File: src/include/qrb_defs.svh
`ifndef QRB_DEFS_SVH
`define QRB_DEFS_SVH
// Overview of operation
// write: read select high, write select low
// read data leaves 2.5 cycles after start
// burst covers four consecutive word addresses
// data moves on both input clock rises
// same operation on consecutive rises is ignored
// select used last rise is don't-care now
// stopped clocks hold all data state
// controller parks both clocks high when stopped
// power-up deselected, read outputs not driven
// narrow width: two low-active lane selects
// wide width: four low-active lane selects
// all lane selects high writes nothing
// lane selects may change every beat
// idle cycle ignores data, outputs undriven
// both selects low: alternate, read first
// deselect never aborts pending bursts

// lane and burst shape
`define QRB_BYTE_W 9
`define QRB_BURST_LEN 4
`define QRB_DATA_W 18
`define QRB_ADDR_W 10

// link steps counted from the start rise (one step per clock rise of either phase)
`define QRB_WR_BEAT0_STEP 2
`define QRB_RD_LOAD0_STEP 4
`define QRB_RD_CAPT0_CYCLE 5

// controller side buffering
`define QRB_FIFO_DEPTH 8
`define QRB_WR_NEED 4
`define QRB_WR_NEED_OVERLAP 6

// clock
`define QRB_CLK_PERIOD_NS 4
`endif

File: src/include/qrb_pkg.sv
package qrb_pkg;
  typedef enum logic [1:0] {
    QRB_OP_IDLE  = 2'b00,
    QRB_OP_READ  = 2'b01,
    QRB_OP_WRITE = 2'b10
  } qrb_op_t;

  typedef enum logic {
    QRB_LINK_RUN  = 1'b0,
    QRB_LINK_PARK = 1'b1
  } qrb_link_t;
endpackage
File: src/include/qrb_link_if.sv
`timescale 1ns/10ps
`include "qrb_defs.svh"
interface qrb_link_if #(
  parameter int DATA_W = `QRB_DATA_W,
  parameter int ADDR_W = `QRB_ADDR_W
) ();
  localparam int BYTES = DATA_W / `QRB_BYTE_W;
  logic k;
  logic k_n;
  logic read_port_select_n;
  logic write_port_select_n;
  logic [ADDR_W-1:0] addr;
  logic [DATA_W-1:0] d;
  logic [BYTES-1:0] byte_write_select_n;
  logic [DATA_W-1:0] q;
  logic q_oe;

  modport device (
    input k, k_n, read_port_select_n, write_port_select_n, addr, d, byte_write_select_n,
    output q, q_oe
  );
  modport ctrl (
    output k, k_n, read_port_select_n, write_port_select_n, addr, d, byte_write_select_n,
    input q, q_oe
  );
endinterface

File: src/design/qrb_ctrl.sv
`timescale 1ns/10ps
`include "qrb_defs.svh"
module qrb_fifo #(
  parameter int WIDTH = 8,
  parameter int DEPTH = `QRB_FIFO_DEPTH
) (
  // clock and reset
  input wire logic i_clock,
  input wire logic i_arst_n,
  input wire logic i_clock_en,
  // fill side
  input wire logic i_in_valid,
  output logic o_in_ready,
  input wire logic [WIDTH-1:0] i_in_data,
  // drain side
  output logic o_out_valid,
  input wire logic i_out_ready,
  output logic [WIDTH-1:0] o_out_data,
  output logic [$clog2(DEPTH):0] o_count
);
  localparam int PW = $clog2(DEPTH);
  // pointers wrap by overflow, so DEPTH must be a power of two
  logic [WIDTH-1:0] mem [DEPTH];
  logic [PW-1:0] wr_ptr;
  logic [PW-1:0] rd_ptr;
  logic [PW:0] count;
  wire push;
  wire pop;

  assign o_in_ready = count != (PW+1)'(DEPTH);
  assign o_out_valid = count != '0;
  assign push = i_clock_en & i_in_valid & o_in_ready;
  assign pop = i_clock_en & i_out_ready & o_out_valid;
  assign o_out_data = mem[rd_ptr];
  assign o_count = count;

  always_ff @(posedge i_clock) begin
    if (push) begin
      mem[wr_ptr] <= i_in_data;
    end
  end

  always_ff @(posedge i_clock or negedge i_arst_n) begin
    if (!i_arst_n) begin
      wr_ptr <= '0;
      rd_ptr <= '0;
      count <= '0;
    end else begin
      wr_ptr <= wr_ptr + PW'(push);
      rd_ptr <= rd_ptr + PW'(pop);
      count <= count + (PW+1)'(push) - (PW+1)'(pop);
    end
  end
endmodule

module qrb_ctrl #(
  parameter int DATA_W = `QRB_DATA_W,
  parameter int ADDR_W = `QRB_ADDR_W,
  parameter int FIFO_DEPTH = `QRB_FIFO_DEPTH
) (
  // clock and reset
  input wire logic i_clock,
  input wire logic i_arst_n,
  input wire logic i_clock_en,
  // command
  input wire logic i_cmd_valid,
  input wire logic i_cmd_write,
  input wire logic [ADDR_W-1:0] i_cmd_addr,
  output logic o_cmd_ready,
  // write data
  input wire logic i_wr_valid,
  input wire logic [DATA_W-1:0] i_wr_data,
  input wire logic [DATA_W/`QRB_BYTE_W-1:0] i_wr_byte_write_select_n,
  output logic o_wr_ready,
  // read data
  output logic o_rd_valid,
  output logic [DATA_W-1:0] o_rd_data,
  // link clock parking
  input wire logic i_clock_stop,
  output logic o_parked,
  // link to the memory
  qrb_link_if.ctrl link
);
  localparam int BYTES = DATA_W / `QRB_BYTE_W;
  localparam int FW = DATA_W + BYTES;
  localparam int CW = $clog2(FIFO_DEPTH) + 1;
  localparam int RC = `QRB_RD_CAPT0_CYCLE;
  localparam int WB = `QRB_WR_BEAT0_STEP - 1;

  qrb_pkg::qrb_link_t state;
  logic k;
  logic k_n;
  logic rsel_n;
  logic wsel_n;
  logic [ADDR_W-1:0] addr;
  logic [DATA_W-1:0] d;
  logic [BYTES-1:0] lane_n;
  logic [RC+3:0] rd_sh;
  logic [WB+3:0] wr_sh;
  logic rd_valid;
  logic [DATA_W-1:0] rd_data;

  wire [FW-1:0] fifo_out;
  wire [CW-1:0] fifo_count;
  wire fifo_pop;
  wire rise_next;
  wire rd_free;
  wire wr_free;
  wire issue_rd;
  wire issue_wr;
  wire park_now;
  wire [CW-1:0] wr_need;

  // a write is issued only when all four beats are already buffered
  assign wr_need = wr_sh[WB + 2] ? CW'(`QRB_WR_NEED_OVERLAP) : CW'(`QRB_WR_NEED);
  assign rise_next = (state == qrb_pkg::QRB_LINK_RUN) & ~k & ~i_clock_stop;
  assign rd_free = ~rd_sh[1];
  assign wr_free = ~wr_sh[1] & (fifo_count >= wr_need);
  assign o_cmd_ready = rise_next & (i_cmd_write ? wr_free : rd_free);
  assign issue_rd = i_clock_en & i_cmd_valid & o_cmd_ready & ~i_cmd_write;
  assign issue_wr = i_clock_en & i_cmd_valid & o_cmd_ready & i_cmd_write;
  // a beat leaves the buffer one step before the device samples it
  assign fifo_pop = |wr_sh[WB+3:WB];
  assign park_now = i_clock_stop & k & ~(|rd_sh) & ~(|wr_sh);

  qrb_fifo #(
    .WIDTH(FW),
    .DEPTH(FIFO_DEPTH)
  ) i_qrb_fifo (
    .i_clock(i_clock),
    .i_arst_n(i_arst_n),
    .i_clock_en(i_clock_en),
    .i_in_valid(i_wr_valid),
    .o_in_ready(o_wr_ready),
    .i_in_data({i_wr_byte_write_select_n, i_wr_data}),
    .o_out_valid(),
    .i_out_ready(fifo_pop),
    .o_out_data(fifo_out),
    .o_count(fifo_count)
  );

  // link clock: toggles while running, parks with both phases high
  always_ff @(posedge i_clock or negedge i_arst_n) begin
    if (!i_arst_n) begin
      state <= qrb_pkg::QRB_LINK_PARK;
      k <= 1'b1;
      k_n <= 1'b1;
    end else if (i_clock_en) begin
      unique case (state)
        qrb_pkg::QRB_LINK_RUN: begin
          if (park_now) begin
            state <= qrb_pkg::QRB_LINK_PARK;
            k_n <= 1'b1;
          end else begin
            k <= ~k;
            k_n <= k;
          end
        end
        qrb_pkg::QRB_LINK_PARK: begin
          if (!i_clock_stop) begin
            state <= qrb_pkg::QRB_LINK_RUN;
            k <= 1'b0;
          end
        end
      endcase
    end
  end

  // selects, address, schedules, write beats
  always_ff @(posedge i_clock or negedge i_arst_n) begin
    if (!i_arst_n) begin
      rsel_n <= 1'b1;
      wsel_n <= 1'b1;
      addr <= '0;
      d <= '0;
      lane_n <= '1;
      rd_sh <= '0;
      wr_sh <= '0;
    end else if (i_clock_en) begin
      rsel_n <= ~issue_rd;
      wsel_n <= ~issue_wr;
      if (issue_rd || issue_wr) begin
        addr <= i_cmd_addr;
      end
      rd_sh <= {rd_sh[RC+2:0], issue_rd};
      wr_sh <= {wr_sh[WB+2:0], issue_wr};
      if (fifo_pop) begin
        d <= fifo_out[DATA_W-1:0];
        lane_n <= fifo_out[FW-1:DATA_W];
      end
    end
  end

  // read capture in the four cycles the device drives its beats
  always_ff @(posedge i_clock or negedge i_arst_n) begin
    if (!i_arst_n) begin
      rd_valid <= 1'b0;
      rd_data <= '0;
    end else if (i_clock_en) begin
      rd_valid <= |rd_sh[RC+3:RC];
      rd_data <= link.q;
    end
  end

  assign link.k = k;
  assign link.k_n = k_n;
  assign link.read_port_select_n = rsel_n;
  assign link.write_port_select_n = wsel_n;
  assign link.addr = addr;
  assign link.d = d;
  assign link.byte_write_select_n = lane_n;
  assign o_rd_valid = rd_valid;
  assign o_rd_data = rd_data;
  assign o_parked = state == qrb_pkg::QRB_LINK_PARK;
endmodule

File: src/flat_wrapper.sv
// flat-port wrapper written by rule: the top's interface ports become plain ports
module qrb_ctrl_flat 
#(
  parameter int DATA_W = `QRB_DATA_W,
  parameter int ADDR_W = `QRB_ADDR_W,
  parameter int FIFO_DEPTH = `QRB_FIFO_DEPTH
)
  (i_clock, i_arst_n, i_clock_en, i_cmd_valid, i_cmd_write, i_cmd_addr, o_cmd_ready, i_wr_valid, i_wr_data, i_wr_byte_write_select_n, o_wr_ready, o_rd_valid, o_rd_data, i_clock_stop, o_parked, link_k, link_k_n, link_read_port_select_n, link_write_port_select_n, link_addr, link_d, link_byte_write_select_n, link_q, link_q_oe);
  qrb_link_if #(.DATA_W(DATA_W), .ADDR_W(ADDR_W)) link_i ();
  input wire logic i_clock;
  input wire logic i_arst_n;
  input wire logic i_clock_en;
  input wire logic i_cmd_valid;
  input wire logic i_cmd_write;
  input wire logic [ADDR_W-1:0] i_cmd_addr;
  output logic o_cmd_ready;
  input wire logic i_wr_valid;
  input wire logic [DATA_W-1:0] i_wr_data;
  input wire logic [DATA_W/`QRB_BYTE_W-1:0] i_wr_byte_write_select_n;
  output logic o_wr_ready;
  output logic o_rd_valid;
  output logic [DATA_W-1:0] o_rd_data;
  input wire logic i_clock_stop;
  output logic o_parked;
  output wire logic [$bits(link_i.k)-1:0] link_k;
  output wire logic [$bits(link_i.k_n)-1:0] link_k_n;
  output wire logic [$bits(link_i.read_port_select_n)-1:0] link_read_port_select_n;
  output wire logic [$bits(link_i.write_port_select_n)-1:0] link_write_port_select_n;
  output wire logic [$bits(link_i.addr)-1:0] link_addr;
  output wire logic [$bits(link_i.d)-1:0] link_d;
  output wire logic [$bits(link_i.byte_write_select_n)-1:0] link_byte_write_select_n;
  input wire logic [$bits(link_i.q)-1:0] link_q;
  input wire logic [$bits(link_i.q_oe)-1:0] link_q_oe;
  assign link_k = link_i.k;
  assign link_k_n = link_i.k_n;
  assign link_read_port_select_n = link_i.read_port_select_n;
  assign link_write_port_select_n = link_i.write_port_select_n;
  assign link_addr = link_i.addr;
  assign link_d = link_i.d;
  assign link_byte_write_select_n = link_i.byte_write_select_n;
  assign link_i.q = link_q;
  assign link_i.q_oe = link_q_oe;
  qrb_ctrl #(.DATA_W(DATA_W), .ADDR_W(ADDR_W), .FIFO_DEPTH(FIFO_DEPTH)) u_core (.i_clock(i_clock), .i_arst_n(i_arst_n), .i_clock_en(i_clock_en), .i_cmd_valid(i_cmd_valid), .i_cmd_write(i_cmd_write), .i_cmd_addr(i_cmd_addr), .o_cmd_ready(o_cmd_ready), .i_wr_valid(i_wr_valid), .i_wr_data(i_wr_data), .i_wr_byte_write_select_n(i_wr_byte_write_select_n), .o_wr_ready(o_wr_ready), .o_rd_valid(o_rd_valid), .o_rd_data(o_rd_data), .i_clock_stop(i_clock_stop), .o_parked(o_parked), .link(link_i));
endmodule
File: config.mk
export PLATFORM = sky130hd
export DESIGN_NAME = qrb_ctrl_flat
export DESIGN_NICKNAME = d
export VERILOG_FILES = /design/src/include/qrb_pkg.sv /design/src/include/qrb_link_if.sv /design/src/design/qrb_ctrl.sv /design/src/flat_wrapper.sv
export VERILOG_INCLUDE_DIRS = /design/src /design/src/include
export SDC_FILE = /design/constraint.sdc
export NUM_CORES = 1
export LEC_CHECK = 0
export BUFFER_PORTS_ARGS = -buffer_cell sky130_fd_sc_hd__buf_2
export CORE_MARGIN = 2
export CORE_UTILIZATION = 50
export DETAILED_ROUTE_END_ITERATION = 6
export GPL_ROUTABILITY_DRIVEN = 0
export HOLD_SLACK_MARGIN = 0.02
export PLACE_DENSITY = 0.69
export REMOVE_ABC_BUFFERS = 1
export SLEW_MARGIN = 20
export SYNTH_ARGS = -nofsm -noshare
export SYNTH_HDL_FRONTEND = slang
export SYNTH_HIERARCHICAL = 1
export SYNTH_SLANG_ARGS = --single-unit
export TNS_END_PERCENT = 50
File: constraint.sdc
create_clock -name i_clock -period 3.65 [get_ports i_clock]
set_input_delay 0.73 -clock i_clock [delete_from_list [all_inputs] [get_ports i_clock]]
set_output_delay 0.73 -clock i_clock [all_outputs]
set_load 0.005 [all_outputs]
Word level (Yosys, flattened, before mapping)
Memories as Yosys holds them, arrays and structs flattened. A register that Yosys moved wholly into a read port is not among the register bits. Index checks and enable logic that the tools add are counted.

Output and inout port bits: 56. Memories kept: 1. Word-level logic and storage cells: 69. Bits in writable memories: 160. Input port bits: 56. Bits in registers: 58.

Memories: u_core.i_qrb_fifo.mem (depth 8, width 20, read ports 1, clocked after memory_dff 1, write ports 1, RTL line qrb_ctrl.sv:23) `logic [WIDTH-1:0] mem [DEPTH];`.

Reductions and logical operators: 11. Add/subtract/negate cells: 4. Bitwise gates (word level): 25. Equality and inequality tests: 3. $lt $le $gt $ge: 1. Muxes and demuxes: 11.

Operators with widths (count): 1-bit AND (15); 1-bit NOT (10); 9-bit OR reduction (1); 1-bit 2-to-1 mux (8); 4-bit OR reduction (2); 3-bit by 1-bit adder with 3-bit output (2); 2-bit AND reduction (3); 5-bit OR reduction (1); 4-bit by 1-bit adder with 4-bit output (1); 4-bit greater-or-equal comparator (1); 2-bit != test, second input constant (2); 4-bit != test, second input constant (1); 1-bit one-hot mux with 2 select lines (2); 4-bit nonzero test (1); 4-bit by 1-bit subtractor with 4-bit output (1); 3-bit AND reduction (1); 2-bit 2-to-1 mux (1); 1-bit logical NOT (1); 1-bit logical OR (1).

Depth between registers and ports, before layout
Depth in word-level cells: 9. Mapped depth: 10.

Cells and area by module
The synthesis kept the hierarchy.

By module, submodules not included: qrb_fifo (sequential area each 5054.8 um2, area an instance 6721.4 um2, times used 1, cells an instance 285); qrb_ctrl (sequential area each 1710.4 um2, area an instance 2720.1 um2, times used 1, cells an instance 170).

Worst setup path before layout
Ideal clock, no wire load.

Path type: reg2reg. Start point: register u_core.i_qrb_fifo.count[2] (netlist: u_core/i_qrb_fifo/o_count[2]). End point: memory u_core/i_qrb_fifo/mem[1][0] in the netlist's numbering, enable pin. Data required time: 3228 ps. Arrival time: 2369 ps. Path slack: 859 ps. Library setup time: 422 ps. Cell stages (with the launch flop): 6. Path through: dfrtp_1 inv_1 ha_1 or3b_2 nand4_1 nor3_1.

Longest elaborated chain between the ends: 4.

RTL lines: start: declaration (RTL line qrb_ctrl.sv:26) `logic [PW:0] count;`; start signal: assignment (RTL line qrb_ctrl.sv:51) `count <= count + (PW+1)'(push) - (PW+1)'(pop);`; 4-bit != test (RTL line qrb_ctrl.sv:30) `assign o_in_ready = count != (PW+1)'(DEPTH);`; named net o_wr_ready (RTL line flat_wrapper.sv:20) `output logic o_wr_ready;`; 1-bit AND (RTL line qrb_ctrl.sv:32) `assign push = i_clock_en & i_in_valid & o_in_ready;`; 1-bit 2-to-1 mux (RTL line qrb_ctrl.sv:38) `if (push) begin`; 1-bit 2-to-1 mux (not written as such) (RTL line qrb_ctrl.sv:39) `mem[wr_ptr] <= i_in_data;`; end: declaration (RTL line qrb_ctrl.sv:23).

The timed path passes the listed nets, and every way through them passes these cells.

Final worst setup path
Start point: register u_core.i_qrb_fifo.count[1] (netlist: u_core/i_qrb_fifo/o_count[1]). End point: output o_cmd_ready.

Longest elaborated chain between the ends: 4.

RTL lines: 4-bit greater-or-equal comparator (RTL line qrb_ctrl.sv:118) `assign wr_free = ~wr_sh[1] & (fifo_count >= wr_need);`; 1-bit AND (RTL line qrb_ctrl.sv:118); 1-bit 2-to-1 mux (RTL line qrb_ctrl.sv:119) `assign o_cmd_ready = rise_next & (i_cmd_write ? wr_free : rd_free);`; 1-bit AND (RTL line qrb_ctrl.sv:119); end: declaration (RTL line flat_wrapper.sv:16) `output logic o_cmd_ready;`.

No other way between the ends.

==> results by group <==
CTS
  – Clock buffer depth: 3
  – Clk sinks: roughly 240
  – CTS H-tree depth: 1
  – Clock transition at the registers of the reported paths: 60 ps
  – Root Buffer: clkbuf_16
  – Cts-stage hold buffer count: 0
  – CTS Buf Count: 25
  – Gates resized, CTS repair: 0
  – Postcts setup bufs: 0
  – CTS tree: done
  – Clk_lat worst skew: between 500 and 600 ps

Worst setup path
  – Reg-to-reg endpoint: u_core/link.d[14]$_DFFE_PN0P_
  – Worst-case reg-to-reg path depth: 4
  – Reg2reg start: u_core/i_qrb_fifo/rd_ptr[0]$_DFF_PN0_
  – Startpoint types: register
  – CP endpoint kind: output port
  – Crit Path Category: reg -> out
  – CP Data Arrival Time: about 2000 ps
  – R2R setup slack: roughly 1200 ps
  – Max Fanout on Critical Path: 6
  – Critical path startpoint: u_core/i_qrb_fifo/o_count[1]$_DFF_PN0_
  – Worst path required time: 2920 ps

STA
  – Setup_tns: 0 ps
  – RSZ-0062 raised after global routing: no
  – Final hold violations: 0
  – Fin crit period: around 2700 ps
  – Slew HR: 0.4042
  – # setup viols final: 0
  – Worst-Margin Slew: just under 900 ps
  – Tcrit/Tclk final: 0.7367
  – Final Max Tran Viols: 0
  – Fmax: roughly 0.37 GHz
  – Clock skew: between 20 and 25 ps

Yosys
  – Post-synthesis compound-gate area fraction: 0.01537
  – Post-synth top area share: 0.5089
  – EDFF count, synth: 160
  – XOR/XNOR Fraction of Synth Area: 0.003711
  – Synth warnings: 6
  – Syn Std Cell Area: about 9400 sq um
  – Synth unique cells: 42
  – Syn Area/Cell: between 20 and 25 sq um
  – Area fraction in and, or, nand and nor cells after synthesis: 0.01895
  – Largest area contributor in the netlist: edfxtp_1
  – Count of state elements after synthesis: 238
  – Largest family of logic cells by synthesized area: multiplexers
  – Post-synthesis mux area share: 0.2103
  – Most common cell in the synthesized netlist: edfxtp_1
  – Largest cells by area after synthesis: edfxtp_1 (51%), dfrtp_1 (19%), mux4_1 (11%)
  – Ys async rst share: 0.3277
  – Top_reg_cell synth: edfxtp_1
  – Synth Area in Adders: 0.01670
  – Cells after synthesis: between 400 and 500
  – Sequential element share of the synthesized area: 0.7165
  – Top post-synthesis cells by count: edfxtp_1 (160), mux2_2 (75), dfrtp_1 (71)

Finish
  – Area of the multi-input gates: around 2500 sq um
  – Share of cells above drive strength 1: 0.4488
  – Filler cell count: about 1300
  – Synthesis-to-layout area growth: 19.29%
  – Post-Layout Inst Area: between 10000 and 15000 sq um
  – Register area: between 6000 and 7000 sq um
  – Layout net count: around 660
  – Post-route insts no fill: 840
  – ANT cells: 0

Power
  – Pwr/cell area: 748.2 nW/um^2
  – Lkg Pwr: 4.419 nW
  – VDD IR-drop max: around 0.00074 V
  – Power Internal: roughly 0.0063 W
  – P_sw: 0.002133 W
  – Share of power burned in registers: 0.444
  – Comb power frac: 0.219
  – Net Sw Frac: 0.2532
  – Clock power share: 0.337

Placed design
  – DP Area: around 10000 sq um
  – Placed cells: between 700 and 800
  – Port Buffers: 110
  – Dpl hpwl: 10410 microns

Drt
  – Total wire length: approximately 17000 microns
  – Vias per cell: around 5.5
  – Post-route ant nets: 0
  – Remaining routing DRC violations: 0
  – First DRT Iteration DRCs: approximately 220
  – Vias: approximately 4600
  – Pre-antenna DRT Iters: 4
  – DR WL/cell: just over 20 microns

Job
  – Max Cap Viol: 0

Floorplanning
  – Placement Rows: 50
  – Initial core utilization: 0.5064
  – Core area: approximately 19000 sq um
  – Die width: about 140 microns
  – Die Y: ~140 microns
  – Boundary Pins: 112
  – Die area: 20000 sq um

Global route
  – Pin count of the biggest net entering global routing: 79
  – First-pass GRT wire length: 27010 microns
  – Total grt overflow: 0
  – Initial antenna violation count: 0
  – Total track usage: 0.1757
  – Vias in the first global route: a little under 5000

Outcome
  – Outcome: finished, final reports clean

Min path
  – HP Class: in -> async
## critical path, cell delays in order, from the launching register on
cell      delay, ps
dfrtp_1         460
inv_1            70
ha_1            280
nand2b_1         50
a21oi_1         320
o21a_1          180
buf_2           110
## through the flow
stage / worst slack [ps] / hold WS (ps) / total power, W / util
global route: 840.4 / 328.2 / 0.008844 / 0.6042
CTS: 929.4 / 431.1 / 0.008547 / 0.6040
floorplan: 858.6 / 434.4 / 0.004904 / -
global placement: 1211 / 482.8 / 0.005583 / 0.5534
detailed placement: 1152 / 488.4 / 0.005676 / 0.5535
finish: 961.0 / 261.7 / 0.008427 / 0.6042
## placed cells by master, fill, tap and decap left out, types with 4 or more instances in the layout
cell	Yosys	final
buf_2	0	109
buf_4	2	14
bufinv_16	0	8
clkbuf_1	8	4
clkbuf_16	0	25
dfrtp_1	71	69
dfstp_2	7	7
edfxtp_1	160	160
ha_1	11	11
inv_1	13	13
mux2_2	75	75
mux2_4	6	6
mux4_1	40	40
nand2_1	6	6
nand2b_1	5	5
nor2_2	0	6
## flip-flops by register name, indices dropped and copies added (netlist names), 3 cells and up
register / count
u_core/rd_sh: 9
u_core/i_qrb_fifo/wr_ptr: 3
u_core/i_qrb_fifo/o_count: 4
u_core/link.d: 18
u_core/i_qrb_fifo/mem: 160
u_core/link.addr: 10
u_core/o_rd_data: 18
u_core/wr_sh: 5
u_core/i_qrb_fifo/rd_ptr: 3
## layer usage
metal	vias to the layer above	track usage	share of wire
li1	2093	-	-
met1	2393	0.2353	0.43
met2	82	0.3005	0.52
met3	19	0.02936	0.035
met4	0	0.05053	0.015
met5	-	0	0
## kinds of logic (layout without fill, tap and decap cells)
kind of cell               count (synthesis)  in the layout
AOI/OAI and AO/OA                         15             15
adders and majority gates                 12             12
muxes                                    121            121
DFF                                      238            238
buffers and inverters                     34            185
xor gates and xnor gates                   4              4
and+or+nand+nor                           31             31
## power groups by stage
stage | Combinational (W) | Clock, W | Sequential, W
global placement | 0.00181 | 0 | 0.00377
floorplan | 0.00116 | 0 | 0.00375
CTS | 0.00188 | 0.00291 | 0.00375
detailed placement | 0.00188 | 0 | 0.00380
finish | 0.00185 | 0.00284 | 0.00374
global route | 0.00201 | 0.00303 | 0.00380
## worst max-delay path by stage
stage,endpoint,slack [ps],cells after the start
after floorplan,u_core/i_qrb_fifo/mem[1][0]$_DFFE_PP_,860,5
after global placement,u_core/link.d[16]$_DFFE_PN0P_,1210,4
after detailed placement,u_core/link.d[14]$_DFFE_PN0P_,1150,4
after CTS,o_cmd_ready,930,6
after global routing,o_cmd_ready,840,6
final,o_cmd_ready,960,6
## layout make-up
cell class | count | area share
Clock buffer | 30 | 0.05810
Sequential cell | 238 | 0.6009
Clock inverter | 16 | 0.02544
Inverter | 14 | 0.004666
Timing Repair Buffer | 125 | 0.06054
Tap cell | 234 | 0.02599
Multi-Input combinational cell | 183 | 0.2244
(Power assumes the default switching activity.)
